==> src/rtl/ppm_pkg.sv <==
// package of the port 3 comparator and pin mux block
// register offsets, field positions, reset values and shared types;
// assumes a 32-bit apb bus with byte addresses
package ppm_pkg;

  // ----------------------------------------------------------------
  // register map (byte addresses)
  // ----------------------------------------------------------------
  localparam int ADDR_W = 8;
  localparam logic [7:0] OFS_TIMER8_CTL = 8'h00;
  localparam logic [7:0] OFS_TIMER_SHARED_CTL = 8'h04;
  localparam logic [7:0] OFS_TIMER16_CTL = 8'h08;
  localparam logic [7:0] OFS_PORT_CFG = 8'h0C;
  localparam logic [7:0] OFS_PORT3_MODE = 8'h10;
  localparam logic [7:0] OFS_PORT3_IN = 8'h14;
  localparam logic [7:0] OFS_IRQ_STATUS = 8'h18;
  localparam logic [7:0] OFS_IRQ_MASK = 8'h1C;
  localparam logic [7:0] OFS_STOP_RECOVERY = 8'h20;
  localparam logic [7:0] OFS_PORT3_OUT = 8'h24;

  // ----------------------------------------------------------------
  // field positions
  // ----------------------------------------------------------------
  localparam int T8_ROUTE_BIT = 0;
  localparam int T16_ROUTE_BIT = 0;
  localparam int COMB_EN_BIT = 6;
  localparam int COMB_FN_LSB = 4;
  localparam int COMP_ROUTE_BIT = 0;
  localparam int ANALOG_BIT = 1;
  localparam int SMR_SEL_LSB = 0;
  localparam int IN_REF_A = 0;
  localparam int IN_ANA_A = 1;
  localparam int IN_ANA_B = 2;
  localparam int IN_REF_B = 3;
  localparam int IRQ_A = 0;
  localparam int IRQ_B = 1;
  localparam int IRQ_C = 2;
  localparam int NUM_IRQ = 3;

  // ----------------------------------------------------------------
  // reset values
  // ----------------------------------------------------------------
  localparam logic [7:0] RST_CTL = 8'h00;
  localparam logic [3:0] RST_PINS = 4'h0;
  localparam logic [NUM_IRQ-1:0] RST_IRQ = 3'h0;
  localparam logic [31:0] RST_RDATA = 32'h0000_0000;

  // ----------------------------------------------------------------
  // types
  // ----------------------------------------------------------------
  typedef enum logic [1:0] {
    PPM_COMB_AND = 2'h0,
    PPM_COMB_OR = 2'h1,
    PPM_COMB_NOR = 2'h2,
    PPM_COMB_NAND = 2'h3
  } ppm_comb_e;

  typedef enum logic [1:0] {
    PPM_SMR_EXT = 2'h0,
    PPM_SMR_ANA_A = 2'h1,
    PPM_SMR_ANA_B = 2'h2,
    PPM_SMR_REF_B = 2'h3
  } ppm_smr_e;

  typedef struct packed {
    logic [7:0] timer8_ctl;
    logic [7:0] timer_shared_ctl;
    logic [7:0] timer16_ctl;
    logic [7:0] port_cfg;
    logic [7:0] port3_mode;
    logic [7:0] stop_recovery;
    logic [7:0] port3_out;
    logic [NUM_IRQ-1:0] irq_mask;
  } ppm_regs_s;

  typedef struct packed {
    logic psel;
    logic penable;
    logic pwrite;
    logic [ADDR_W-1:0] paddr;
    logic [31:0] pwdata;
  } ppm_apb_req_s;

endpackage

==> src/rtl/ppm_edge_det.sv <==
// per-bit edge detector for the port 3 interrupt sources
// assumes inputs synchronous to clk_i; edges are held off for the
// first cycle after reset so pins already high do not fire
`timescale 1ns/1ns
`default_nettype none
module ppm_edge_det #(
  parameter int WIDTH = 3
) (
  // clock and reset
  input wire logic clk_i,
  input wire logic rst_n_i,
  // levels in, one-cycle pulses out
  input wire logic [WIDTH-1:0] level_i,
  output logic [WIDTH-1:0] rise_o,
  output logic [WIDTH-1:0] fall_o
);

  typedef struct packed {
    logic armed;
    logic [WIDTH-1:0] prev;
  } ppm_edge_s;

  ppm_edge_s st_r;
  ppm_edge_s st_nxt;

  always_comb begin
    st_nxt.armed = 1'b1;
    st_nxt.prev = level_i;
  end

  always_ff @(posedge clk_i or negedge rst_n_i) begin
    if (!rst_n_i) begin
      st_r <= '0;
    end else begin
      st_r <= st_nxt;
    end
  end

  genvar g;
  generate
    for (g = 0; g < WIDTH; g++) begin : g_bit
      assign rise_o[g] = st_r.armed & level_i[g] & ~st_r.prev[g];
      assign fall_o[g] = st_r.armed & ~level_i[g] & st_r.prev[g];
    end
  endgenerate

endmodule
`default_nettype wire

==> src/rtl/ppm_pin_mux.sv <==
// port 3 comparator and pin function multiplexer, apb register slave
// assumes timer outputs, comparator outputs and pins are synchronous
// to ref_clk_i; the analog front ends live in the pad ring
//
// Function
// - analog mode feeds input pins to comparators
// - analog mode takes references from reference pins
// - analog mode diverts third pin to recovery logic
// - digital mode: third pin is D3, raises int b
// - stop mode powers down and invalidates comparators
// - comparator outputs selectable onto pins four, seven
// - timer outputs and combined logic routed to pins
// - control bit zero routes each timer output
// - shared control D6 enables combined, D5-D4 function
// - mode bit one picks int b source
//
// Chosen here: register access over APB and the placing of the registers.
`timescale 1ns/1ns
`default_nettype none
module ppm_pin_mux
  import ppm_pkg::*;
(
  // clock and reset
  input wire logic ref_clk_i,
  input wire logic rst_n_i,
  // apb slave
  input wire logic psel_i,
  input wire logic penable_i,
  input wire logic pwrite_i,
  input wire logic [ADDR_W-1:0] paddr_i,
  input wire logic [31:0] pwdata_i,
  output logic [31:0] prdata_o,
  output logic pready_o,
  output logic pslverr_o,
  // port 3 input pins: ref_a, analog_in_a, analog_in_b, ref_b
  input wire logic [3:0] pin_in_i,
  // comparator front ends
  input wire logic comp_a_i,
  input wire logic comp_b_i,
  output logic analog_sel_o,
  output logic comp_power_o,
  // timers and power state
  input wire logic timer8_out_i,
  input wire logic timer16_out_i,
  input wire logic stop_mode_i,
  input wire logic smr_ext_i,
  output logic stop_wake_o,
  // port 3 output pins 4..7
  output logic [3:0] pin_out_o,
  // interrupts
  output logic ext_int_a_o,
  output logic ext_int_b_o,
  output logic ext_int_c_o,
  output logic irq_o
);

  // ----------------------------------------------------------------
  // state
  // ----------------------------------------------------------------
  typedef struct packed {
    ppm_regs_s regs;
    logic [NUM_IRQ-1:0] irq_status;
    logic [NUM_IRQ-1:0] rd_capture;
    logic [31:0] rdata;
    logic [3:0] pins;
  } ppm_state_s;

  ppm_state_s st_r;
  ppm_state_s st_nxt;

  // ----------------------------------------------------------------
  // functions
  // ----------------------------------------------------------------
  function automatic logic comb_fn(input logic [1:0] fn, input logic a,
                                   input logic b);
    logic res;
    res = 1'b0;
    unique case (ppm_comb_e'(fn))
      PPM_COMB_AND: res = a & b;
      PPM_COMB_OR: res = a | b;
      PPM_COMB_NOR: res = ~(a | b);
      PPM_COMB_NAND: res = ~(a & b);
    endcase
    return res;
  endfunction

  function automatic logic addr_hit(input logic [ADDR_W-1:0] a);
    logic hit;
    hit = 1'b0;
    unique case (a)
      OFS_TIMER8_CTL, OFS_TIMER_SHARED_CTL, OFS_TIMER16_CTL,
      OFS_PORT_CFG, OFS_PORT3_MODE, OFS_PORT3_IN, OFS_IRQ_STATUS,
      OFS_IRQ_MASK, OFS_STOP_RECOVERY, OFS_PORT3_OUT: hit = 1'b1;
      default: hit = 1'b0;
    endcase
    return hit;
  endfunction

  // ----------------------------------------------------------------
  // mode decode and comparator gating
  // ----------------------------------------------------------------
  logic analog;
  logic comp_valid;
  logic comp_a;
  logic comp_b;

  assign analog = st_r.regs.port3_mode[ANALOG_BIT];
  // pins go to comparator front ends, reference pins to their refs
  assign analog_sel_o = analog;
  // comparators are off in stop, so their outputs are forced low
  assign comp_valid = analog & ~stop_mode_i;
  assign comp_power_o = comp_valid;
  assign comp_a = comp_a_i & comp_valid;
  assign comp_b = comp_b_i & comp_valid;

  // ----------------------------------------------------------------
  // stop mode recovery source logic
  // ----------------------------------------------------------------
  // in analog mode the first two inputs are comparator inputs and
  // read as idle high here; software must pick digital mode first
  logic smr_src;

  always_comb begin
    smr_src = 1'b1;
    unique case (ppm_smr_e'(st_r.regs.stop_recovery[SMR_SEL_LSB +: 2]))
      PPM_SMR_EXT: smr_src = smr_ext_i;
      PPM_SMR_ANA_A: smr_src = analog | pin_in_i[IN_ANA_A];
      PPM_SMR_ANA_B: smr_src = analog | pin_in_i[IN_ANA_B];
      PPM_SMR_REF_B: smr_src = pin_in_i[IN_REF_B];
    endcase
  end

  assign stop_wake_o = stop_mode_i & ~smr_src;

  // ----------------------------------------------------------------
  // interrupt sources
  // ----------------------------------------------------------------
  // int b follows the third pin in digital mode and the recovery
  // logic in analog mode; a mode change may itself look like an edge
  logic [NUM_IRQ-1:0] src_lvl;
  logic [NUM_IRQ-1:0] src_rise;
  logic [NUM_IRQ-1:0] src_fall;
  logic [NUM_IRQ-1:0] events;

  always_comb begin
    src_lvl = '0;
    src_lvl[IRQ_A] = pin_in_i[IN_ANA_B];
    src_lvl[IRQ_C] = pin_in_i[IN_ANA_A];
    src_lvl[IRQ_B] = analog ? smr_src : pin_in_i[IN_REF_B];
  end

  ppm_edge_det #(
    .WIDTH(NUM_IRQ)
  ) i_ppm_edge_det (
    .clk_i(ref_clk_i),
    .rst_n_i(rst_n_i),
    .level_i(src_lvl),
    .rise_o(src_rise),
    .fall_o(src_fall)
  );

  always_comb begin
    events = '0;
    events[IRQ_A] = ~analog & (src_rise[IRQ_A] | src_fall[IRQ_A]);
    events[IRQ_C] = ~analog & (src_rise[IRQ_C] | src_fall[IRQ_C]);
    // falling edge only; diverted to recovery logic in analog mode
    events[IRQ_B] = src_fall[IRQ_B];
  end

  assign ext_int_a_o = events[IRQ_A];
  assign ext_int_b_o = events[IRQ_B];
  assign ext_int_c_o = events[IRQ_C];
  assign irq_o = |(st_r.irq_status & st_r.regs.irq_mask);

  // ----------------------------------------------------------------
  // apb decode
  // ----------------------------------------------------------------
  // no wait states: read data is registered in the setup cycle and
  // the access phase always completes in its first cycle
  logic setup;
  logic access;
  logic hit;

  assign setup = psel_i & ~penable_i;
  assign access = psel_i & penable_i;
  assign hit = addr_hit(paddr_i);
  assign pready_o = access;
  assign pslverr_o = access & ~hit;
  assign prdata_o = st_r.rdata;

  // port 3 input register view; in analog mode the comparator
  // results stand in for the first two inputs and D3 is diverted
  logic [3:0] in_view;

  always_comb begin
    in_view = pin_in_i;
    if (analog) begin
      in_view[IN_ANA_A] = comp_a;
      in_view[IN_ANA_B] = comp_b;
      in_view[IN_REF_B] = 1'b0;
    end else begin
      in_view[IN_REF_B] = pin_in_i[IN_REF_B];
    end
  end

  logic [31:0] rd_mux;

  always_comb begin
    rd_mux = '0;
    unique case (paddr_i)
      OFS_TIMER8_CTL: rd_mux[7:0] = st_r.regs.timer8_ctl;
      OFS_TIMER_SHARED_CTL: rd_mux[7:0] = st_r.regs.timer_shared_ctl;
      OFS_TIMER16_CTL: rd_mux[7:0] = st_r.regs.timer16_ctl;
      OFS_PORT_CFG: rd_mux[7:0] = st_r.regs.port_cfg;
      OFS_PORT3_MODE: rd_mux[7:0] = st_r.regs.port3_mode;
      OFS_PORT3_IN: rd_mux[3:0] = in_view;
      OFS_IRQ_STATUS: rd_mux[NUM_IRQ-1:0] = st_r.irq_status;
      OFS_IRQ_MASK: rd_mux[NUM_IRQ-1:0] = st_r.regs.irq_mask;
      OFS_STOP_RECOVERY: rd_mux[7:0] = st_r.regs.stop_recovery;
      OFS_PORT3_OUT: rd_mux[7:0] = st_r.regs.port3_out;
      default: rd_mux = '0;
    endcase
  end

  // ----------------------------------------------------------------
  // output pin routing
  // ----------------------------------------------------------------
  // timer routing has priority over the comparator on pin four
  logic [3:0] pins_nxt;
  logic [1:0] comb_sel;

  assign comb_sel = st_r.regs.timer_shared_ctl[COMB_FN_LSB +: 2];

  always_comb begin
    pins_nxt = st_r.regs.port3_out[7:4];
    if (st_r.regs.timer8_ctl[T8_ROUTE_BIT]) begin
      pins_nxt[0] = timer8_out_i;
    end else if (st_r.regs.port_cfg[COMP_ROUTE_BIT]) begin
      pins_nxt[0] = comp_a;
    end
    if (st_r.regs.timer16_ctl[T16_ROUTE_BIT]) begin
      pins_nxt[1] = timer16_out_i;
    end
    if (st_r.regs.timer_shared_ctl[COMB_EN_BIT]) begin
      pins_nxt[2] = comb_fn(comb_sel, timer8_out_i,
                            timer16_out_i);
    end
    if (st_r.regs.port_cfg[COMP_ROUTE_BIT]) begin
      pins_nxt[3] = comp_b;
    end
  end

  assign pin_out_o = st_r.pins;

  // ----------------------------------------------------------------
  // next state
  // ----------------------------------------------------------------
  always_comb begin
    st_nxt = st_r;
    st_nxt.pins = pins_nxt;
    if (setup) begin
      st_nxt.rdata = rd_mux;
      st_nxt.rd_capture = (paddr_i == OFS_IRQ_STATUS && !pwrite_i) ?
                          st_r.irq_status : '0;
    end
    if (access && hit && pwrite_i) begin
      unique case (paddr_i)
        OFS_TIMER8_CTL: st_nxt.regs.timer8_ctl = pwdata_i[7:0];
        OFS_TIMER_SHARED_CTL: st_nxt.regs.timer_shared_ctl = pwdata_i[7:0];
        OFS_TIMER16_CTL: st_nxt.regs.timer16_ctl = pwdata_i[7:0];
        OFS_PORT_CFG: st_nxt.regs.port_cfg = pwdata_i[7:0];
        OFS_PORT3_MODE: st_nxt.regs.port3_mode = pwdata_i[7:0];
        OFS_IRQ_MASK: st_nxt.regs.irq_mask = pwdata_i[NUM_IRQ-1:0];
        OFS_STOP_RECOVERY: st_nxt.regs.stop_recovery = pwdata_i[7:0];
        OFS_PORT3_OUT: st_nxt.regs.port3_out = pwdata_i[7:0];
        default: st_nxt.regs = st_r.regs;
      endcase
    end
    // only bits shown to the reader are cleared; a new event wins
    if (access && !pwrite_i && paddr_i == OFS_IRQ_STATUS) begin
      st_nxt.irq_status = (st_r.irq_status & ~st_r.rd_capture) | events;
    end else begin
      st_nxt.irq_status = st_r.irq_status | events;
    end
  end

  // ----------------------------------------------------------------
  // state register
  // ----------------------------------------------------------------
  always_ff @(posedge ref_clk_i or negedge rst_n_i) begin
    if (!rst_n_i) begin
      st_r.regs.timer8_ctl <= RST_CTL;
      st_r.regs.timer_shared_ctl <= RST_CTL;
      st_r.regs.timer16_ctl <= RST_CTL;
      st_r.regs.port_cfg <= RST_CTL;
      st_r.regs.port3_mode <= RST_CTL;
      st_r.regs.stop_recovery <= RST_CTL;
      st_r.regs.port3_out <= RST_CTL;
      st_r.regs.irq_mask <= RST_IRQ;
      st_r.irq_status <= RST_IRQ;
      st_r.rd_capture <= RST_IRQ;
      st_r.rdata <= RST_RDATA;
      st_r.pins <= RST_PINS;
    end else begin
      st_r <= st_nxt;
    end
  end

endmodule
`default_nettype wire

==> config.mk <==
export PLATFORM = sky130hd
export DESIGN_NAME = ppm_pin_mux
export DESIGN_NICKNAME = d
export VERILOG_FILES = /design/src/rtl/ppm_pkg.sv /design/src/rtl/ppm_edge_det.sv /design/src/rtl/ppm_pin_mux.sv
export SDC_FILE = /design/constraint.sdc
export NUM_CORES = 1
export LEC_CHECK = 0
export BUFFER_PORTS_ARGS = -buffer_cell sky130_fd_sc_hd__buf_2
export CORE_ASPECT_RATIO = 1.25
export CORE_UTILIZATION = 30
export DETAILED_ROUTE_END_ITERATION = 10
export SYNTH_ARGS = -nofsm -noshare
export SYNTH_HDL_FRONTEND = slang
export SYNTH_SLANG_ARGS = --single-unit
==> constraint.sdc <==
create_clock -name ref_clk_i -period 4.3 [get_ports ref_clk_i]
set_clock_uncertainty 0.2 [all_clocks]
set_input_delay 0.43 -clock ref_clk_i [delete_from_list [all_inputs] [get_ports ref_clk_i]]
set_output_delay 0.43 -clock ref_clk_i [all_outputs]
set_load 0.01 [all_outputs]
# Yosys cells after proc, flatten, opt, wreduce, memory -nomap -nowiden
# Cells that the tools add are included.
# totals
regBits,81
# op_classes
n_eq_ne,15
muxes,16
n_bitwise,42
reduce_logical,19
# op_table
cell,count
8-bit by 5-bit equality test with 1-bit output (second input constant),4
3-bit case mux with 10 select lines,1
4-bit case mux with 7 select lines,1
1-bit bitwise AND,20
8-bit by 4-bit equality test with 1-bit output (second input constant),2
8-bit by 6-bit equality test with 1-bit output (second input constant),2
2-bit AND reduction,8
1-bit inverter,12
10-bit OR reduction,1
2-bit equality test (second input constant),4
8-bit by 3-bit equality test with 1-bit output (second input constant),1
8-bit zero test,1
1-bit two-way mux,8
1-bit case mux with 4 select lines,2
1-bit case mux with 8 select lines,1
3-bit bitwise AND,2
3-bit two-way mux,2
3-bit bitwise OR,2
1-bit logical AND,5
1-bit bitwise OR,5
2-bit by 1-bit equality test with 1-bit output (second input constant),2
2-bit zero test,2
3-bit inverter,1
3-bit OR reduction,1
other kinds (2),2

# Logic depth before layout (Yosys ltp)
# Gate-level depths: netlist of run 1.
# logic_depth
word_depth,8
ltp_mapped,7
depth_no_buf,7

# Hierarchy
# From an unflattened synthesis of run 1, not the netlist that was laid out.
# hier_totals
hier_cells,389
hier_area_um2,4319.1
# modules_own_cells
mod,instances,cells_each,area_per_inst_um2
ppm_pin_mux,1,378,4162.7
ppm_edge_det,1,11,156.4

# Worst setup path after synthesis of run 1
# No wires, ideal clock.
# synth_timing
kind,input port to flip-flop
startpoint,input port paddr_i[4]
endpoint,register st_r[69] in the netlist's numbering
setup_time_ps,125
t_arrival_ps,2262
required_time_ps,3975
slack_ps,1713
path_stages,5
path_buffers,0
path_cell_list,o21ai_0 -> nand4_4 -> or3_4 -> nor4b_4 -> mux2_2
# synth_between
elab_chain_cells,6
elab_cells_between_ends,15
classes_between,eq/ne (9); mux (1); reduce/logical (5)
# synth_rtl
element,line_no,rtl
"start, declared",ppm_pin_mux.sv:30,"input wire logic [ADDR_W-1:0] paddr_i,"
"8-bit by 5-bit equality test with 1-bit output, or another cell as far along",ppm_pin_mux.sv:90,unique case (a)
10-bit OR reduction,ppm_pin_mux.sv:90,
1-bit two-way mux,ppm_pin_mux.sv:90,
1-bit logical AND (2 in a row),ppm_pin_mux.sv:266,if (access && hit && pwrite_i) begin
2-bit AND reduction (no source line) (*),-,
"end signal, assigned",ppm_pin_mux.sv:305,st_r <= st_nxt;
"end, declared",ppm_pin_mux.sv:68,ppm_state_s st_r;
# Every way passes the cells marked *; elsewhere a longest branch is shown, timed or not.
# A chain may end at the register's enable or synchronous reset.

# Worst setup path after layout of run 1
# layout_timing
startpoint,input port paddr_i[4]
endpoint,register st_r[75] in the netlist's numbering
# The elaborated chain is that of the path after synthesis.

==> results.ini, run 1 <==
[synthesis]
syn_avg_cell_area_um2=11.5
synth_top_area_share_pct=47.2
async_flop_share_pct=100
synth.top_cells.by_count=81 x dfrtp_1, 60 x mux2_2, 37 x buf_4, 34 x nand2_1, 18 x o21ai_0
synth.distinct_cells=54
syn-cell-area_mm2=0.00429
ys_ff_latch=81
synth.most_common_cell=dfrtp_1
synth-main-ff-cell=dfrtp_1
synth_cells=374
ys_warn_count=0
yosysTopAreaCell=dfrtp_1
synth.area.top_cells=dfrtp_1 47%, mux2_2 16%, buf_4 6.5%
synth-seq-area-share_pct=47.2
synth_edf_count=0

[sta]
slew_violations=0
period_needed_ps=2860
fin_crit_sh_pct=66.6
tns_ps=0
hold_viol=0
fmaxAchievable_mhz=349
worst_pin_slew_ps=1020
setup_viol=0
relSlewSlack_pct=32.1
rsz0062_at_grt=false

[detailed_routing]
drt_iter0_drc=154
viasPerCell=5.03
drc_errors=0
ant_nets=0
post_drt_wl_per_cell_um=17.6
via_count=2987
wirelength_um=10400
firstDrtPassIters=4

[clock_network]
root_buffer=clkbuf_16
htree_num_levels=3
cts_hold_buf=0
ctsResizeCount=0
cts_tree=done
post_cts_buffers=0
cts.sinks=81
clk_pin_slew_worst_paths_ps=60
cts_made_buffers=9
clock_latency_ps=340
clk_path_buf_depth=2

[power]
power.clock.fraction_pct=45.8
cellPowerDensity_mw_per_mm2=334
netSwitchingFraction_pct=23.3
ir_drop_mv=0.208
p_leak_uw=0.00231
pwr-share-comb_pct=6.8
switching_power_uw=379
p_int_uw=1240
seqPwrFrac_pct=47.4

[cells_and_area]
multi_input_area_mm2=0.00199
final-seq-area_mm2=0.00203
syn_to_final_growth_pct=13.0
final_nets=472
fillCellCount=1386
drive_above_1_share_pct=34.9
fin_area_mm2=0.00485

[placed_design]
place_area_mm2=0.00456
port_buffers=51
gp_congestion=0.869
hpwl_um=7600

[floorplanning]
die_area_mm2=0.0148
rows=48
ios=100
die_w_um=109
core_area_mm2=0.0139
start_util_pct=30.9
die_h_um=136

[global_route]
grt_pass1_vias=2985
grt_pass1_wl_um=16700
grt-ovfl-total=0
track_usage_pct=15.5
grt_max_degree=82
grt_antenna_before_repair=2

[worst_hold_path]
hold_path.class=input pin to flop

[job]
cap_violations=0

[setup_path]
crit_type=input pin to flop
required_ps=4330
endpoint_kind=flop
startpoint_type=input pin
cp.arrival_ps=2890
crit_path_max_fanout=12

[run_status]
outcome=finished, final reports clean

[power groups by stage]
stage,registers [uW],clock network (uW),logic [uW]
floorplan,782,0,71.2
global placement,782,0,109
detailed placement,783,0,112
CTS,769,759,112
global route,769,793,125
finish,769,742,111
[path summary, 6_finish.rpt]
kind	start	end	slack (ps)	depth (start not counted)
max	paddr_i[4]	st_r[75]	1440	6
min	pin_in_i[1]	i_ppm_edge_det.st_r[2]	50	1
max reg2reg	analog_sel_o	prdata_o[2]	2480	5
min reg2reg	prdata_o[2]	prdata_o[2]	270	2
max in group asynchronous	rst_n_i	prdata_o[3]	3180	1
min in group asynchronous	rst_n_i	i_ppm_edge_det.st_r[0]	70	1
[layer usage]
metal	up-vias	GRT usage, %	share of wire (%)
li1	1375	-	-
met1	1469	19.0	41
met2	121	24.6	49
met3	20	3.13	6.5
met4	2	9.83	3.0
met5	-	0	0.077
[cell usage in the layout (no fill, tap or decap), types with 5 or more instances in the layout]
| cell type | instances |
|---|---|
| dfrtp_1 | 81 |
| nor2_1 | 15 |
| mux2i_1 | 10 |
| nor3_1 | 5 |
| nor2b_1 | 6 |
| a31oi_1 | 6 |
| mux2_2 | 60 |
| buf_4 | 5 |
| conb_1 | 25 |
| buf_2 | 50 |
| o21ai_0 | 18 |
| a21oi_1 | 6 |
| a22o_1 | 5 |
| a32oi_1 | 5 |
| nand3_1 | 6 |
| mux4_2 | 5 |
| clkbuf_16 | 9 |
| nand2_1 | 34 |
| inv_1 | 9 |
[flip-flops by register name, indices dropped and copies added, names as in the netlist]
signal / flops
i_ppm_edge_det.st_r: 4
prdata_o: 8
pin_out_o: 4
analog_sel_o: 1
comb_sel: 2
st_r: 62
[worst max-delay path, stage by stage]
cell	delay (ps)
buf_2	180
o21ai_0	460
nand4_4	270
or3_4	410
nor4b_4	720
mux2_2	420
[through the flow]
stage	setup WS, ps	util (%)	total power, uW	instances	hold WS [ps]
floorplan	1710	-	853	397	-65.6
global placement	1120	32.9	892	578	265
detailed placement	1070	32.9	894	578	262
CTS	1430	34.9	1640	593	47.5
global route	1280	34.9	1690	593	59.2
finish	1440	34.9	1620	594	53.9
[area by class of cell]
cell class	instances	area share, %
inverters	9	0.697
well taps	175	4.52
multi-input cells	258	41.1
clock inverters	5	1.19
clock buffers	10	4.72
repair buffers	55	5.94
flip-flops and latches	81	41.8
diodes	1	0.0516
[cell families after synthesis]
family                     Yosys count  share of synthesized area (%)
and+or+nand+nor                     94                           13.0
DFF                                 81                           47.2
muxes                               75                           20.7
AOI/OAI and AO/OA                   59                           9.27
buffers and inverters               58                           8.37
adders and majority gates            3                          0.875
other                                2                          0.175
xor gates and xnor gates             2                          0.408
(Power assumes the default switching activity.)
==> inputs of run 2 (changes only) <==
clock period = 2.4 ns   (was 4.3 ns; I/O delays follow)
==> run 2 against run 1 <==
Compared with the run above: register-to-register slack worse by 1900 ps; largest cell class unchanged; global-route usage up 0.21 points; critical path depth up 1; largest power group is now the clock network; utilization up 2.5 points; sequential cell count unchanged; wire length up 2.6%; clock power up 100%; sequential share of layout area down 2.7 points; clock-buffer cell count up 3.
==> results.ini, run 2 (synthesis results as in run 1) <==
[run_status]
outcome=finished, final reports clean

[floorplanning]
ios=100
core_area_mm2=0.0139
rows=48
die_w_um=109
start_util_pct=30.9
die_area_mm2=0.0148
die_h_um=136

[clock_network]
clock_latency_ps=340
cts_made_buffers=9
cts.sinks=81
cts_tree=done
htree_num_levels=3
clk_path_buf_depth=2
root_buffer=clkbuf_16
post_cts_buffers=0
clk_pin_slew_worst_paths_ps=60

[global_route]
grt_use_met2_pct=24.7
track_usage_pct=15.7
grt_busiest_layer=met2
grt_util_met3_pct=3.80
met1_usage_pct=19.7
grt_max_degree=58
grt-ovfl-total=0
grt_pass1_vias=3101
grt_pass1_wl_um=17100
grt_antenna_before_repair=0

[power]
p_total_uw=3110
p_leak_uw=0.00252
cellPowerDensity_mw_per_mm2=600
ir_drop_mv=0.364

[detailed_routing]
drt_iter0_drc=147
via_count=3112
post_drt_wl_per_cell_um=17.0
wirelength_um=10700
firstDrtPassIters=4
ant_nets=0
viasPerCell=4.95
drc_errors=0

[placed_design]
gp_congestion=0.862
hpwl_um=8110
place_area_mm2=0.00481
port_buffers=51
dp_cells=610

[job]
cap_violations=0

[sta]
relSlewSlack_pct=56.6
fin_crit_sh_pct=93.2
setup_viol=0
fmaxAchievable_mhz=447
rsz0062_at_grt=false
hold_viol=0
period_needed_ps=2240
fin_hold_ws_ps=25.8
slew_violations=0
worst_pin_slew_ps=651

[cells_and_area]
fin_cells=629
fin_area_mm2=0.00519
largest_register=st_r
fillCellCount=1356
final_nets=508
diodes=0
most-common-layout-cells=81 x dfrtp_1, 60 x mux2_2, 50 x buf_2, 36 x buf_4, 34 x nand2_1
drive_above_1_share_pct=39.4
final_common_cell=dfrtp_1
syn_to_final_growth_pct=20.9
fin_util_pct=37.4
largest_reg_flops=62

[setup_path]
endpoint_kind=output pin
crit_path_max_fanout=3
startpoint_type=flop
crit_type=flop to output pin
cp.arrival_ps=1800
required_ps=1960

[worst_hold_path]
hold_path.class=input pin to flop

-- run 2: cell types whose count changed in the layout (fill, tap and decap cells not counted), moves of 2 or more --
cell,previous run,this run
clkinv_4,2,0
dlygate4sd3_1,0,4
buf_4,5,36
clkinv_2,2,0
clkbuf_8,0,3
-- run 2: power by group --
group	internal, uW	leakage (uW)	switching, uW
combinational	78.4	0.00127	150
sequential	1370	0.00109	4.42
clock	990	0.000162	518
-- run 2: routing by layer --
layer / vias up / wire (um)
li1: 1448 / -
met1: 1547 / 4620
met2: 96 / 5160
met3: 21 / 524
met4: 0 / 406
met5: - / 0
-- run 2: final timing paths --
path	from	endpoint	slack, ps	cells past startpoint
worst max-delay path	st_r[53]	stop_wake_o	160	7
worst min-delay path	timer8_out_i	pin_out_o[0]	30	3
worst max register to register	analog_sel_o	prdata_o[2]	590	5
worst min register to register	prdata_o[3]	prdata_o[3]	270	2
max in group asynchronous	rst_n_i	prdata_o[6]	1240	3
min in group asynchronous	rst_n_i	pin_out_o[0]	150	2
-- run 2: per-stage QoR --
stage          setup TNS, ps  worst slack (ps)
6_report                   0               162
5_1_grt                    0              33.3
4_1_cts                    0               118
3_5_place_dp            -220             -44.0
3_3_place_gp            -191             -40.3
2_1_floorplan              0              2.99
-- run 2: repair_timing --
item	in CTS	in global routing
resized for setup	0	1
hold endpoints to repair	54	0
hold buffers	4	0
endpoints found under the setup margin	0	1
-- run 2: worst max-delay path: stages (launching register included) --
cell	delay, ps
dfrtp_1	400
inv_1	120
ha_1	190
mux2i_1	180
nand2_1	80
a221oi_2	240
o21a_1	130
buf_2	120
-- run 2: cell type report --
class                   count  area, um2  area share, %
clock inverters             2       60.1           1.16
flip-flops and latches     81       2030           39.1
inverters                   9       33.8          0.651
clock buffers              13        270           5.21
repair buffers             91        581           11.2
multi-input cells         258       2000           38.5
well taps                 175        219           4.22
==> inputs of run 3 (changes only) <==
CTS_CLUSTER_SIZE = 14   (was unset)
clock period = 2.31 ns   (was 2.4 ns; I/O delays follow)
==> run 3 against run 2 <==
Compared with the run above: largest cell class unchanged; wire length grew 1.1%; clock power is essentially flat; highest routed layer is now met5; cell count shrank 0.32%; global-route usage is essentially flat; non-clock buffer count shrank 2; total power grew 2.2%; register-to-register slack lost 50 ps; combinational power grew 3%; first-iteration DRC count shrank 21%.
==> results.ini, run 3 (synthesis results as in run 1) <==
[floorplanning]
core_area_mm2=0.0139
rows=48
ios=100
die_h_um=136
die_w_um=109
die_area_mm2=0.0148
start_util_pct=30.9

[sta]
relSlewSlack_pct=56.1
fin_hold_ws_ps=12.1
setup_viol=0
period_needed_ps=2220
fmaxAchievable_mhz=450
worst_pin_slew_ps=649
rsz0062_at_grt=true
slew_violations=0
fin_crit_sh_pct=96.2
hold_viol=0

[power]
p_leak_uw=0.00250
ir_drop_mv=0.359
p_total_uw=3180
cellPowerDensity_mw_per_mm2=615

[clock_network]
htree_num_levels=3
cts_tree=done
root_buffer=clkbuf_16
ctsResizeCount=0
cts.sinks=81
clock_latency_ps=340
clk_pin_slew_worst_paths_ps=60
cts_made_buffers=9
clk_path_buf_depth=2

[cells_and_area]
final-seq-area_mm2=0.00203
final_common_cell=dfrtp_1
fillCellCount=1359
multi_input_area_mm2=0.00200
drive_above_1_share_pct=39.6
fin_cells=627
final_nets=506
syn_to_final_growth_pct=20.6
diodes=0
largest_reg_flops=62
most-common-layout-cells=81 x dfrtp_1, 60 x mux2_2, 50 x buf_2, 34 x nand2_1, 33 x buf_4
largest_register=st_r

[worst_hold_path]
min_path_cells=3
worstHoldStart=pwdata_i[1]
hold_path.class=input pin to flop
whs_endpoint=analog_sel_o

[global_route]
track_usage_pct=15.7
grt_pass1_vias=3082
grt_max_degree=82
grt_pass1_wl_um=17100
grt-ovfl-total=0
grt_antenna_before_repair=1

[setup_path]
r2r-start=analog_sel_o
endpoint_kind=output pin
cp.arrival_ps=1790
r2r_cells=5
r2r_end=prdata_o[2]
crit_path_max_fanout=3
crit_start=st_r[53]
r2r_slack_ps=540
startpoint_type=flop
required_ps=1880
crit_type=flop to output pin

[placed_design]
gp_congestion=0.834
dp_cells=607
port_buffers=51
hpwl_um=8120

[detailed_routing]
firstDrtPassIters=4
drc_errors=0
viasPerCell=4.91
via_count=3080
drt_iter0_drc=116
wirelength_um=10800
ant_nets=0
post_drt_wl_per_cell_um=17.3

[job]
cap_violations=0

[run_status]
outcome=finished, final reports clean

run 3: what timing repair did:
action	4_1_cts	5_1_grt
endpoints found under the setup margin	0	2
setup buffers	0	1
hold endpoints to repair	84	0
hold buffers	4	0
run 3: how the worst max path moves through the flow:
| stage | end |
|---|---|
| final | stop_wake_o |
| after global routing | stop_wake_o |
| after floorplan | st_r[55] |
| after detailed placement | st_r[79] |
| after global placement | st_r[83] |
| after CTS | stop_wake_o |
run 3: report_power, final:
part           switching, uW  internal, uW
clock                    571           945
sequential              4.65          1430
combinational            156          79.1
run 3: routing by layer:
| metal | GRT usage (%) | part of all wire, % |
|---|---|---|
| met2 | 26.2 | 50 |
| met4 | 5.56 | 1.7 |
| met5 | 0 | 0.074 |
| met1 | 19.7 | 43 |
| met3 | 3.42 | 5.2 |
run 3: cell type report:
class	instances	share of cell area (%)
Multi-Input combinational cell	258	38.6
Timing Repair Buffer	89	11.2
Inverter	9	0.652
Sequential cell	81	39.1
Clock inverter	6	1.81
Tap cell	175	4.23
Clock buffer	9	4.35
run 3: critical path, cell delays in order, from the launching register on:
cell	delay, ps
dfrtp_1	400
inv_1	100
ha_1	170
mux2i_1	180
nand2_1	70
a221oi_1	270
o21a_1	140
buf_2	120
run 3: stage by stage:
step                setup TNS, ps  area [um2]  worst slack [ps]  util [%]
finish                          0        5180              87.2      37.3
global route                -36.1        5180             -23.1      37.3
CTS                             0        5170              58.8      37.3
detailed placement           -159        4810             -40.9      34.7
global placement             -191        4810             -39.1      34.7
floorplan                       0        4390              53.9         -
